<file path="src/hdl/led_boost_pkg.sv">
// Purpose: constants for the led boost current controller
// Assumes: 40 MHz ref_clk, all analog comparator outputs arrive as digital levels
// Notes: times are held in their own unit and converted to cycles here
package led_boost_pkg;
  localparam int unsigned CLK_HZ = 40_000_000;
  localparam int unsigned CLK_PERIOD_PS = 1_000_000_000 / (CLK_HZ / 1000);
  // analog thresholds, for reference only; the comparators sit outside
  localparam int unsigned FEEDBACK_REF_MV = 252;
  localparam int unsigned SWITCH_LIMIT_MA = 400;
  localparam int unsigned OVERVOLT_LIMIT_MV = 19_000;
  localparam int unsigned UVLO_THRESHOLD_MV = 1_500;
  localparam int unsigned THERMAL_LIMIT_DEGC = 160;
  localparam int unsigned PWM_MIN_HZ = 100;
  localparam int unsigned PWM_MAX_HZ = 50_000;
  // longest on-time 4.5 us, rounded down
  localparam int unsigned MAX_ON_NS = 4500;
  localparam int unsigned MAX_ON_CYC = (MAX_ON_NS * 1000) / CLK_PERIOD_PS;
  // least off-time, rounded up
  localparam int unsigned MIN_OFF_NS = 400;
  localparam int unsigned MIN_OFF_CYC = (MIN_OFF_NS * 1000 + CLK_PERIOD_PS - 1) / CLK_PERIOD_PS;
  // comparator blanking after the return switch closes
  localparam int unsigned BLANK_NS = 400;
  localparam int unsigned BLANK_CYC = (BLANK_NS * 1000 + CLK_PERIOD_PS - 1) / CLK_PERIOD_PS;
  // qualification times; defaults of the top-level parameters
  localparam int unsigned ENABLE_QUAL_US = 500;
  localparam int unsigned ENABLE_QUAL_CYC = ENABLE_QUAL_US * (CLK_HZ / 1_000_000);
  localparam int unsigned SHUTDOWN_QUAL_MS = 32;
  localparam int unsigned SHUTDOWN_QUAL_CYC = SHUTDOWN_QUAL_MS * (CLK_HZ / 1000);
  localparam int unsigned LOW_DUTY_OFF_MS = 10;
  localparam int unsigned LOW_DUTY_OFF_CYC = LOW_DUTY_OFF_MS * (CLK_HZ / 1000);
  localparam int unsigned QUAL_W = 22;
  localparam int unsigned PULSE_W = 8;
  // soft-start: switch cycles spent at each reduced limit
  localparam int unsigned SOFT_STEP_CYCLES = 256;
  localparam int unsigned SOFT_W = 9;
  // limit selector driven to the current-limit DAC
  localparam logic [1:0] LIMIT_QUARTER = 2'h0;
  localparam logic [1:0] LIMIT_HALF = 2'h1;
  localparam logic [1:0] LIMIT_FULL = 2'h2;
  typedef enum logic [1:0] {SW_IDLE, SW_ON, SW_OFF} sw_state_e;
endpackage

</file>
<file path="src/hdl/led_boost_current_controller.sv">
`timescale 1ns/100ps
// Purpose: switch sequencing, soft-start and enable/pwm control of a boost led driver
// Assumes: ctrl_in synchronous to ref_clk; comparator levels asynchronous
// Notes: long qualification counts are parameters so simulation can shorten them
// Contract
// - Switch on when feedback falls below the reference and nothing blocks it.
// - Switch off as soon as the inductor current reaches the peak limit.
// - Force the switch off when its on-time reaches the maximum on-time.
// - Keep the switch off until both the least off-time passed and feedback is low again.
// - Soft-start runs a quarter limit for 256 cycles, then half for 256, then full.
// - Enable only after the control input was high continuously for the enable time.
// - Every disabled-to-enabled step starts with soft-start.
// - Shut down when the input stays low for the shutdown time and open the return switch.
// - While enabled the return switch follows the control input level.
// - Close the return switch at once on a rising input and blank the comparator for a while.
// - Also shut down when a low phase of the input exceeds the low-duty off-time.
// - Hold the switch off while the output is above the overvoltage threshold.
// - Under undervoltage keep both switches open and the device off.
// - On over-temperature keep both switches open and the device off.
module led_boost_current_controller
  import led_boost_pkg::*;
#(
  parameter int unsigned ENABLE_QUAL = ENABLE_QUAL_CYC,
  parameter int unsigned SHUTDOWN_QUAL = SHUTDOWN_QUAL_CYC,
  parameter int unsigned LOW_DUTY_OFF = LOW_DUTY_OFF_CYC
) (
  // clock and reset
  input wire logic ref_clk,
  input wire logic rst,
  // host control pin
  input wire logic ctrl_in,
  // analog comparators
  input wire logic current_sense_feedback_low,
  input wire logic switch_current_limit_hit,
  input wire logic overvoltage_sense,
  input wire logic uvlo_active,
  input wire logic thermal_shutdown,
  // power stage
  output logic main_power_switch,
  output logic led_return_switch,
  output logic [1:0] switch_current_limit,
  output logic device_enabled
);
  import led_boost_pkg::*;

  logic [3:0] cmp_sync;
  logic below_ref;
  logic peak_hit;
  logic over_volt;
  logic fault;

  // every comparator except the thermal flag is resynchronised before use
  level_sync #(.WIDTH(4)) u_sync (
    .ref_clk(ref_clk),
    .rst(rst),
    .async_in({current_sense_feedback_low, switch_current_limit_hit, overvoltage_sense,
               uvlo_active}),
    .sync_out(cmp_sync)
  );
  assign below_ref = cmp_sync[3];
  assign peak_hit = cmp_sync[2];
  assign over_volt = cmp_sync[1];
  // thermal flag is already a digital level from the sensor block
  assign fault = cmp_sync[0] | thermal_shutdown;

  // enable / shutdown qualification
  logic enabled_r, enabled_nxt;
  logic [QUAL_W-1:0] high_cnt_r, high_cnt_nxt;
  logic [QUAL_W-1:0] low_cnt_r, low_cnt_nxt;
  logic ctrl_d_r, ctrl_d_nxt;
  logic start_soft;

  always_comb begin
    enabled_nxt = enabled_r;
    high_cnt_nxt = high_cnt_r;
    low_cnt_nxt = low_cnt_r;
    ctrl_d_nxt = ctrl_in;
    start_soft = 1'b0;
    if (ctrl_in) begin
      low_cnt_nxt = '0;
      if (high_cnt_r < QUAL_W'(ENABLE_QUAL))
        high_cnt_nxt = high_cnt_r + 1'b1;
    end else begin
      high_cnt_nxt = '0;
      if (low_cnt_r < QUAL_W'(SHUTDOWN_QUAL))
        low_cnt_nxt = low_cnt_r + 1'b1;
    end
    if (fault) begin
      enabled_nxt = 1'b0;
    end else if (!enabled_r) begin
      if (ctrl_in && high_cnt_r + 1'b1 >= QUAL_W'(ENABLE_QUAL)) begin
        enabled_nxt = 1'b1;
        start_soft = 1'b1;
      end
    end else if (!ctrl_in) begin
      // the shorter low-duty limit trips first; both remain in force
      if (low_cnt_r + 1'b1 >= QUAL_W'(SHUTDOWN_QUAL))
        enabled_nxt = 1'b0;
      if (low_cnt_r + 1'b1 >= QUAL_W'(LOW_DUTY_OFF))
        enabled_nxt = 1'b0;
    end
  end

  always_ff @(posedge ref_clk or posedge rst) begin
    if (rst) begin
      enabled_r <= 1'b0;
      high_cnt_r <= '0;
      low_cnt_r <= '0;
      ctrl_d_r <= 1'b0;
    end else begin
      enabled_r <= enabled_nxt;
      high_cnt_r <= high_cnt_nxt;
      low_cnt_r <= low_cnt_nxt;
      ctrl_d_r <= ctrl_d_nxt;
    end
  end

  // return switch and comparator blanking
  logic ret_r, ret_nxt;
  logic [PULSE_W-1:0] blank_r, blank_nxt;

  always_comb begin
    ret_nxt = 1'b0;
    blank_nxt = blank_r;
    if (enabled_nxt && !fault)
      ret_nxt = ctrl_in;
    if (ctrl_in && !ctrl_d_r)
      blank_nxt = PULSE_W'(BLANK_CYC);
    else if (blank_r != '0)
      blank_nxt = blank_r - 1'b1;
  end

  always_ff @(posedge ref_clk or posedge rst) begin
    if (rst) begin
      ret_r <= 1'b0;
      blank_r <= '0;
    end else begin
      ret_r <= ret_nxt;
      blank_r <= blank_nxt;
    end
  end

  // main switch sequencing
  sw_state_e sw_r, sw_nxt;
  logic [PULSE_W-1:0] tmr_r, tmr_nxt;
  logic [SOFT_W:0] soft_r, soft_nxt;
  logic [1:0] lim_nxt;
  logic run;

  // the switch only runs while the leds draw current; otherwise feedback stays low forever
  assign run = enabled_r && ret_r && !fault;

  always_comb begin
    sw_nxt = sw_r;
    tmr_nxt = tmr_r;
    soft_nxt = soft_r;
    case (sw_r)
      SW_IDLE: begin
        tmr_nxt = '0;
        if (run && below_ref && !over_volt && blank_r == '0) begin
          sw_nxt = SW_ON;
          tmr_nxt = '0;
        end
      end
      SW_ON: begin
        tmr_nxt = tmr_r + 1'b1;
        // peak current or the on-time ceiling both end the pulse
        if (!run || over_volt || peak_hit ||
            tmr_r + 1'b1 >= PULSE_W'(MAX_ON_CYC)) begin
          sw_nxt = SW_OFF;
          tmr_nxt = '0;
          if (soft_r < (SOFT_W + 1)'(2 * SOFT_STEP_CYCLES))
            soft_nxt = soft_r + 1'b1;
        end
      end
      SW_OFF: begin
        if (tmr_r < PULSE_W'(MIN_OFF_CYC))
          tmr_nxt = tmr_r + 1'b1;
        if (tmr_r + 1'b1 >= PULSE_W'(MIN_OFF_CYC))
          sw_nxt = SW_IDLE;
      end
      default: begin
        sw_nxt = SW_IDLE;
        tmr_nxt = '0;
      end
    endcase
    if (start_soft || !enabled_r)
      soft_nxt = '0;
    if (soft_nxt < (SOFT_W + 1)'(SOFT_STEP_CYCLES))
      lim_nxt = LIMIT_QUARTER;
    else if (soft_nxt < (SOFT_W + 1)'(2 * SOFT_STEP_CYCLES))
      lim_nxt = LIMIT_HALF;
    else
      lim_nxt = LIMIT_FULL;
  end

  always_ff @(posedge ref_clk or posedge rst) begin
    if (rst) begin
      sw_r <= SW_IDLE;
      tmr_r <= '0;
      soft_r <= '0;
    end else begin
      sw_r <= sw_nxt;
      tmr_r <= tmr_nxt;
      soft_r <= soft_nxt;
    end
  end

  // outputs straight from flops
  always_ff @(posedge ref_clk or posedge rst) begin
    if (rst) begin
      main_power_switch <= 1'b0;
      led_return_switch <= 1'b0;
      switch_current_limit <= LIMIT_QUARTER;
      device_enabled <= 1'b0;
    end else begin
      main_power_switch <= (sw_nxt == SW_ON) && !fault;
      led_return_switch <= ret_nxt;
      switch_current_limit <= lim_nxt;
      device_enabled <= enabled_nxt;
    end
  end
endmodule

</file>
<file path="src/hdl/level_sync.sv">
`timescale 1ns/100ps
// Purpose: two-flop synchroniser for a bundle of comparator levels
// Assumes: inputs are slow levels from analog comparators
// Notes: first stage feeds only the second stage
module level_sync #(
  parameter int unsigned WIDTH = 4
) (
  // clock and reset
  input wire logic ref_clk,
  input wire logic rst,
  // levels
  input wire logic [WIDTH-1:0] async_in,
  output logic [WIDTH-1:0] sync_out
);
  logic [WIDTH-1:0] meta_r;

  genvar i;
  generate
    for (i = 0; i < WIDTH; i++) begin : g_bit
      always_ff @(posedge ref_clk or posedge rst) begin
        if (rst) begin
          meta_r[i] <= 1'b0;
          sync_out[i] <= 1'b0;
        end else begin
          meta_r[i] <= async_in[i];
          sync_out[i] <= meta_r[i];
        end
      end
    end
  endgenerate
endmodule

</file>
<file path="config.mk">
export PLATFORM = sky130hd
export DESIGN_NAME = led_boost_current_controller
export DESIGN_NICKNAME = d
export VERILOG_FILES = /design/src/hdl/led_boost_pkg.sv /design/src/hdl/led_boost_current_controller.sv /design/src/hdl/level_sync.sv
export SDC_FILE = /design/constraint.sdc
export NUM_CORES = 1
export LEC_CHECK = 0
export ABC_AREA = 1
export BUFFER_PORTS_ARGS = -buffer_cell sky130_fd_sc_hd__buf_2
export CAP_MARGIN = 10
export CORE_MARGIN = 5
export CORE_UTILIZATION = 61
export CTS_CLUSTER_DIAMETER = 150
export DETAILED_ROUTE_END_ITERATION = 16
export GPL_TIMING_DRIVEN = 1
export HOLD_SLACK_MARGIN = 0.03
export PLACE_DENSITY = 0.81
export SLEW_MARGIN = 40
export SYNTH_ARGS = -nofsm -noshare
export SYNTH_HDL_FRONTEND = slang
export SYNTH_HIERARCHICAL = 1
export SYNTH_SLANG_ARGS = --single-unit
export TNS_END_PERCENT = 5
</file>
<file path="constraint.sdc">
create_clock -name ref_clk -period 2.78 [get_ports ref_clk]
set_input_delay 0.556 -clock ref_clk [delete_from_list [all_inputs] [get_ports ref_clk]]
set_output_delay 0.556 -clock ref_clk [all_outputs]
set_load 0.05 [all_outputs]
</file>
==> results of run 1 <==
per-stage QoR:
stage / setup slack [ps] / hold slack (ps) / cell area [um^2] / utilization, % / instances
global placement: 609 / 335 / 5380 / 65.1 / 821
floorplan: 257 / 331 / 5190 / - / 709
detailed placement: 530 / 339 / 5380 / 65.2 / 821
global route: 227 / 173 / 5580 / 67.6 / 837
CTS: 562 / 154 / 5580 / 67.6 / 837
finish: 558 / 151 / 5580 / 67.6 / 837
flip-flops by register name, summed over array words and instances (netlist names):
name and count:
blank_r 8, main_power_switch 1, high_cnt_r 22, tmr_r 8, u_sync/sync_out 4, switch_current_limit 1, soft_r 10, sw_r 2
ctrl_d_r 1, led_return_switch 1, u_sync/meta_r 4, device_enabled 1, low_cnt_r 22
cell type report:
class / instances / area (um^2) / share of cell area [%]
Timing Repair Buffer: 16 / 103 / 1.84
Clock inverter: 5 / 58.8 / 1.05
Sequential cell: 85 / 2130 / 38.1
Multi-Input combinational cell: 526 / 2680 / 48.1
Tap cell: 105 / 131 / 2.35
Clock buffer: 11 / 141 / 2.53
Inverter: 89 / 337 / 6.03
cell usage after synthesis:
cell,count,area [um^2]
o21ai_1,2,10.0
a21oi_1,9,45.0
xnor2_1,5,43.8
o21bai_1,1,7.51
clkinv_1,2,7.51
clkbuf_1,3,11.3
o211ai_1,1,7.51
nand4_1,13,81.3
nand3_2,7,70.1
a21oi_2,3,26.3
ha_1,11,138
nand2_2,11,68.8
nor4_1,2,12.5
nand3b_1,6,45.0
clkbuf_2,1,5.00
and2_1,1,6.26
nor3b_1,3,22.5
buf_4,1,7.51
nor2_1,76,285
buf_6,1,11.3
o31ai_1,1,7.51
a21boi_1,1,7.51
xor2_1,19,166
nand2_1,202,758
inv_1,87,327
o21ai_2,1,8.76
nor2_2,7,43.8
nand3_1,68,340
dfrtp_1,85,2130
o22ai_1,15,93.8
o21ai_0,37,185
buf_2,3,15.0
a31oi_1,2,12.5
nor3_1,9,45.0
nand4_2,1,12.5
a211oi_1,1,7.51
or3b_4,1,11.3
nor2_4,10,113
power breakdown:
part           internal, W  switching (W)
Sequential         0.00130      0.0000491
Clock             0.000442       0.000457
Combinational     0.000106       0.000177
Total              0.00185       0.000683
worst max-delay path: stages, from the launching register on:
cell	delay, ps
dfrtp_1	420
ha_1	230
nand3_2	100
nor2_1	100
nand2_1	70
xor2_1	220
inv_1	60
nand2_1	80
nand2_2	70
nand2_2	230
o211ai_1	290
nand2_1	150
o21ai_0	80
cells by family after synthesis:
logic type / count (synthesis) / share of synthesized area [%]
adders and majority gates: 11 / 2.65
and+or+nand+nor: 417 / 36.9
buffers and inverters: 98 / 7.40
xor gates and xnor gates: 24 / 4.05
AOI/OAI and AO/OA: 74 / 8.07
DFF: 85 / 41.0
final timing paths:
check                                      start                 end  slack (ps)  depth (start not counted)
worst max-delay path                    tmr_r[1]           soft_r[5]         560                         12
worst min-delay path                         rst  u_sync/sync_out[1]         150                          2
worst max register to register          tmr_r[1]           soft_r[5]         560                         12
min in group ref_clk                 uvlo_active    u_sync/meta_r[0]         300                          1
max in group asynchronous                    rst          blank_r[0]        1990                          3
worst min register to register  u_sync/meta_r[3]  u_sync/sync_out[3]         350                          0
routing by layer:
metal  vias up  track usage [%]  wire (um)
met2       178             39.7       5490
met5         -                0          0
li1       2318                -          -
met1      2193             31.0       5020
met3        26             5.39        773
met4         0             6.66        208
==> flow_metrics.py, run 1 <==
metrics = {
    "sta": {
        "setup_viol": 0,
        "worst_pin_slew_ps": 649,
        "rsz0062_at_grt": "false",
        "period_share_pct": 79.9,
        "max_slew_margin_pct": 56.6,
        "setup_tns_ps": 0,
        "finalHoldViolCount": 0,
        "fmax_ghz": 0.450,
        "post-route-min-period_ps": 2220,
        "fin_worst_skew_ps": 15.1,
        "slew_violations": 0,
    },
    "worst_setup_path": {
        "crit_required_ps": 3030,
        "cp-start-kind": "flop",
        "cp_max_fo": 11,
        "cp.arrival_ps": 2470,
        "critPathKind": "reg -> reg",
        "cp-end-kind": "flop",
    },
    "final_layout": {
        "final_cell_mix": "nand2_1, inv_1, dfrtp_1, nor2_1, nand3_1",
        "num_antenna_cells": 0,
        "syn_to_final_growth_pct": 7.44,
        "mostFrequentLayoutCell": "nand2_1",
        "layout-drive-gt1-share_pct": 9.97,
        "final_nets": 746,
        "fill_cells": 680,
    },
    "floorplan": {
        "ios": 13,
        "die_y_um": 102,
        "die_x_um": 102,
        "core-area_mm2": 0.00826,
        "die_area_mm2": 0.0105,
        "initial_core_util_pct": 62.9,
        "rows": 33,
    },
    "power_and_ir_drop": {
        "powerDensity_mw_per_mm2": 454,
        "ir_drop_mv": 0.226,
        "total_power_w": 0.00253,
        "power_leakage_nw": 2.50,
    },
    "grt": {
        "grt.total_usage_pct": 23.7,
        "grt_overflow": 0,
        "antenna_found_initial": 0,
        "grt_max_degree": 41,
        "grt_pass1_vias": 4405,
        "grt_pass1_wl_um": 19900,
    },
    "clock_network": {
        "cts_sinks": 85,
        "clock_latency_ps": 360,
        "cts.clk_slew.worst_paths_ps": 90,
        "cts_setup_buffers": 0,
        "cts_root_buf": "clkbuf_8",
        "numCtsBuffers": 9,
        "cts_tree": "yes",
        "cts_buffer_depth": 2,
        "cts_resized": 0,
        "cts.htree.levels": 3,
        "ctsHoldBuffers": 0,
    },
    "logic_synthesis": {
        "syn_nets": 728,
        "synthCells": 709,
        "synth-warning-count": 6,
        "syn_area_mm2": 0.00519,
        "yosysSeqAreaShare_pct": 41.0,
        "syn_avg_cell_area_um2": 7.33,
        "ys_ff_latch": 85,
        "synth_cell_types": 38,
    },
    "placement": {
        "hpwl_um": 8350,
        "io_buffers": 12,
        "place.gp.congestion": 0.908,
    },
    "routing": {
        "final_antenna_net_count": 0,
        "wl_um": 11500,
        "drt_first_pass_iters": 6,
        "drc": 0,
        "post_drt_wl_per_cell_um": 13.7,
        "drt_iter0_drc": 316,
        "vias": 4715,
        "vias_per_cell": 5.63,
    },
    "flow_run": {
        "max_cap_viol_count": 0,
    },
    "outcome": {
        "status": "completed",
    },
    "worst_hold_path": {
        "holdCritPathClass": "in -> async",
    },
}
Power figures use the tool's default switching activity.
==> inputs of run 2 (changes only) <==
--- a/config.mk
+++ b/config.mk
@@ -5,16 +5,16 @@
 export SDC_FILE = /design/constraint.sdc
 export NUM_CORES = 1
 export LEC_CHECK = 0
-export ABC_AREA = 1
+export ABC_AREA = 0
 export BUFFER_PORTS_ARGS = -buffer_cell sky130_fd_sc_hd__buf_2
 export CAP_MARGIN = 10
 export CORE_MARGIN = 5
-export CORE_UTILIZATION = 61
+export CORE_UTILIZATION = 57
 export CTS_CLUSTER_DIAMETER = 150
 export DETAILED_ROUTE_END_ITERATION = 16
 export GPL_TIMING_DRIVEN = 1
 export HOLD_SLACK_MARGIN = 0.03
-export PLACE_DENSITY = 0.81
+export PLACE_DENSITY = 0.8
 export SLEW_MARGIN = 40
 export SYNTH_ARGS = -nofsm -noshare
 export SYNTH_HDL_FRONTEND = slang
==> constraint.sdc (replaced) <==
create_clock -name ref_clk -period 1.9 [get_ports ref_clk]
set_input_delay 0.38 -clock ref_clk [delete_from_list [all_inputs] [get_ports ref_clk]]
set_output_delay 0.38 -clock ref_clk [all_outputs]
set_load 0.05 [all_outputs]
==> flow_metrics.py, run 2 <==
metrics = {
    "outcome": {
        "status": "finished with violations",
        "violations": "negative setup slack",
    },
    "routing": {
        "final_antenna_net_count": 0,
        "wl_um": 13100,
        "drt_iter0_drc": 348,
        "drc": 0,
        "vias_per_cell": 6.14,
        "drt_first_pass_iters": 6,
        "vias": 4688,
        "post_drt_wl_per_cell_um": 17.1,
    },
    "clock_network": {
        "cts_root_buf": "clkbuf_8",
        "numCtsBuffers": 9,
        "cts.clk_slew.worst_paths_ps": 100,
        "cts_buffer_depth": 2,
        "clock_latency_ps": 370,
        "cts_tree": "yes",
        "cts_sinks": 85,
        "cts.htree.levels": 3,
    },
    "final_layout": {
        "largestRegisters": "high_cnt_r x22, low_cnt_r x22, soft_r x10",
        "num_antenna_cells": 0,
        "layout-drive-gt1-share_pct": 30.9,
        "final_nets": 672,
        "final_core_util_pct": 77.2,
        "layout.cells.non_filler": 763,
        "mostFrequentLayoutCell": "buf_4",
        "fill_cells": 482,
        "syn_to_final_growth_pct": 30.3,
        "final_cell_mix": "buf_4, dfrtp_1, nor2_1, nand2_1, nand3_1",
    },
    "placement": {
        "dp_slack_ps": -533,
        "place.gp.congestion": 0.953,
        "io_buffers": 12,
        "hpwl_um": 8450,
        "dp.cells": 739,
    },
    "logic_synthesis": {
        "netlist_top_cells_count": "dfrtp_1, nor2_1, nand3_1",
        "syn_area_mm2": 0.00492,
        "synth_fa_ha_area_share_pct": 2.80,
        "synth-simple-area-share_pct": 29.2,
        "synth_cell_types": 65,
        "syn_nets": 557,
        "synth.area.top_cells": "dfrtp_1, nor2_1, xnor2_1, xor2_1, and2_1",
        "synthMuxAreaShare_pct": 1.22,
        "yosys.area.top_type_share_pct": 43.3,
        "synth-compound-area-share_pct": 10.9,
        "synth_top_family_by_area": "simple AND/OR/NAND/NOR gates",
        "synth_edf_count": 0,
        "syn_avg_cell_area_um2": 9.14,
        "yosysSeqAreaShare_pct": 43.3,
        "async_flop_share_pct": 100,
        "ys_ff_latch": 85,
        "synth-main-ff-cell": "dfrtp_1",
        "yosysMostFrequentCell": "dfrtp_1",
        "yosysTopAreaCell": "dfrtp_1",
        "synthXorXnorAreaFrac_pct": 8.91,
        "synthCells": 538,
        "synth-warning-count": 6,
    },
    "sta": {
        "max_slew_margin_pct": 63.5,
        "hold_ws_ps": 109,
        "setup_viol": 54,
        "finalHoldViolCount": 0,
        "period_share_pct": 118,
        "fmax_ghz": 0.448,
        "final.setup.worst_slack_ps": -333,
        "slew_violations": 0,
        "post-route-min-period_ps": 2230,
        "fin_worst_skew_ps": 13.2,
        "worst_pin_slew_ps": 547,
        "rsz0062_at_grt": "true",
    },
    "worst_setup_path": {
        "cp.arrival_ps": 2530,
        "ff2ff_path_depth": 8,
        "cp-start-kind": "flop",
        "cp_max_fo": 8,
        "crit_required_ps": 2200,
        "critPathKind": "reg -> reg",
        "cp-end-kind": "flop",
    },
    "grt": {
        "grt.total_usage_pct": 26.0,
        "grt_pass1_vias": 4676,
        "grt_pass1_wl_um": 21800,
        "antenna_found_initial": 0,
        "grt_max_degree": 64,
        "grt_overflow": 0,
    },
    "worst_hold_path": {
        "holdCritPathClass": "in -> reg",
        "min_path_cells": 1,
    },
    "power_and_ir_drop": {
        "powerDensity_mw_per_mm2": 596,
        "total_power_w": 0.00382,
        "power_leakage_nw": 2.85,
        "ir_drop_mv": 0.516,
    },
    "floorplan": {
        "die_y_um": 103,
        "die_x_um": 103,
        "core-area_mm2": 0.00830,
        "rows": 33,
        "initial_core_util_pct": 59.2,
        "ios": 13,
        "die_area_mm2": 0.0106,
    },
    "flow_run": {
        "max_cap_viol_count": 0,
    },
}
run 2: changes by cell type after synthesis, sizes merged, moves of 12 or more:
cell    previous run  this run
xnor2              5        26
nand2            213        33
inv               87        16
nor2              93        62
o22ai             15         1
nand3             75        35
nor3               9        21
clkbuf             4        16
and2               1        29
o21ai             40        16
run 2: metrics by stage:
step | area (um^2) | TNS (ps)
3_3_place_gp | 5840 | -11770
6_report | 6410 | -10600
3_5_place_dp | 5840 | -16340
4_1_cts | 6250 | -9840
2_1_floorplan | 4920 | -9540
5_1_grt | 6410 | -15740
run 2: path summary, 6_finish.rpt:
kind	from	end	slack [ps]
setup / recovery	tmr_r[1]	soft_r[3]	-330
hold / removal	uvlo_active	u_sync/meta_r[0]	110
setup reg to reg	tmr_r[1]	soft_r[3]	-330
hold reg to reg	u_sync/meta_r[2]	u_sync/sync_out[2]	340
max in group asynchronous	rst	low_cnt_r[4]	710
min in group asynchronous	rst	u_sync/meta_r[0]	520
run 2: cell type report:
cell class | count | area, um^2 | share of cell area, %
clock buffer | 9 | 124 | 1.93
sequential | 85 | 2130 | 33.2
inverter | 16 | 63.8 | 0.996
clock inverter | 7 | 70.1 | 1.09
timing repair buffer | 131 | 1030 | 16.1
multi-input combinational | 410 | 2860 | 44.6
tap | 105 | 131 | 2.05
run 2: cells by family (layout without fill, tap and decap cells):
kind of cell             Yosys count  in the layout
AO/OA/AOI/OAI                     76             76
XOR/XNOR                          50             50
adder cells (fa/ha/maj)           11             11
buffers and inverters             43            163
flip-flops                        85             85
multiplexers                       6              6
AND/OR/NAND/NOR                  267            267
run 2: routing by layer:
layer | share of wire [%] | up-vias | global-route usage [%] | wire length, um
met2 | 48 | 208 | 43.0 | 6310
li1 | - | 2132 | - | -
met4 | 3.6 | 0 | 11.2 | 477
met3 | 5.5 | 59 | 5.14 | 718
met5 | 0 | - | 0 | 0
met1 | 43 | 2289 | 33.3 | 5570
run 2: power by group:
| part | internal [W] | switching (W) |
|---|---|---|
| Sequential | 0.00190 | 0.0000654 |
| Clock | 0.000509 | 0.000748 |
| Combinational | 0.000302 | 0.000299 |
run 2: worst max-delay path: stages (launching register included):
cell      delay, ps
dfrtp_1         440
ha_4            210
nand3b_1        150
or4_4           410
nand4_1         160
o211ai_2        130
buf_6           180
or3_1           340
a21boi_1        140
run 2: timing repair:
action	in CTS	in global routing
setup buffers	6	2
setup endpoints to repair	61	64
hold endpoints to repair	22	0
resized for setup	35	33
hold buffers	1	0
pin swaps	27	16
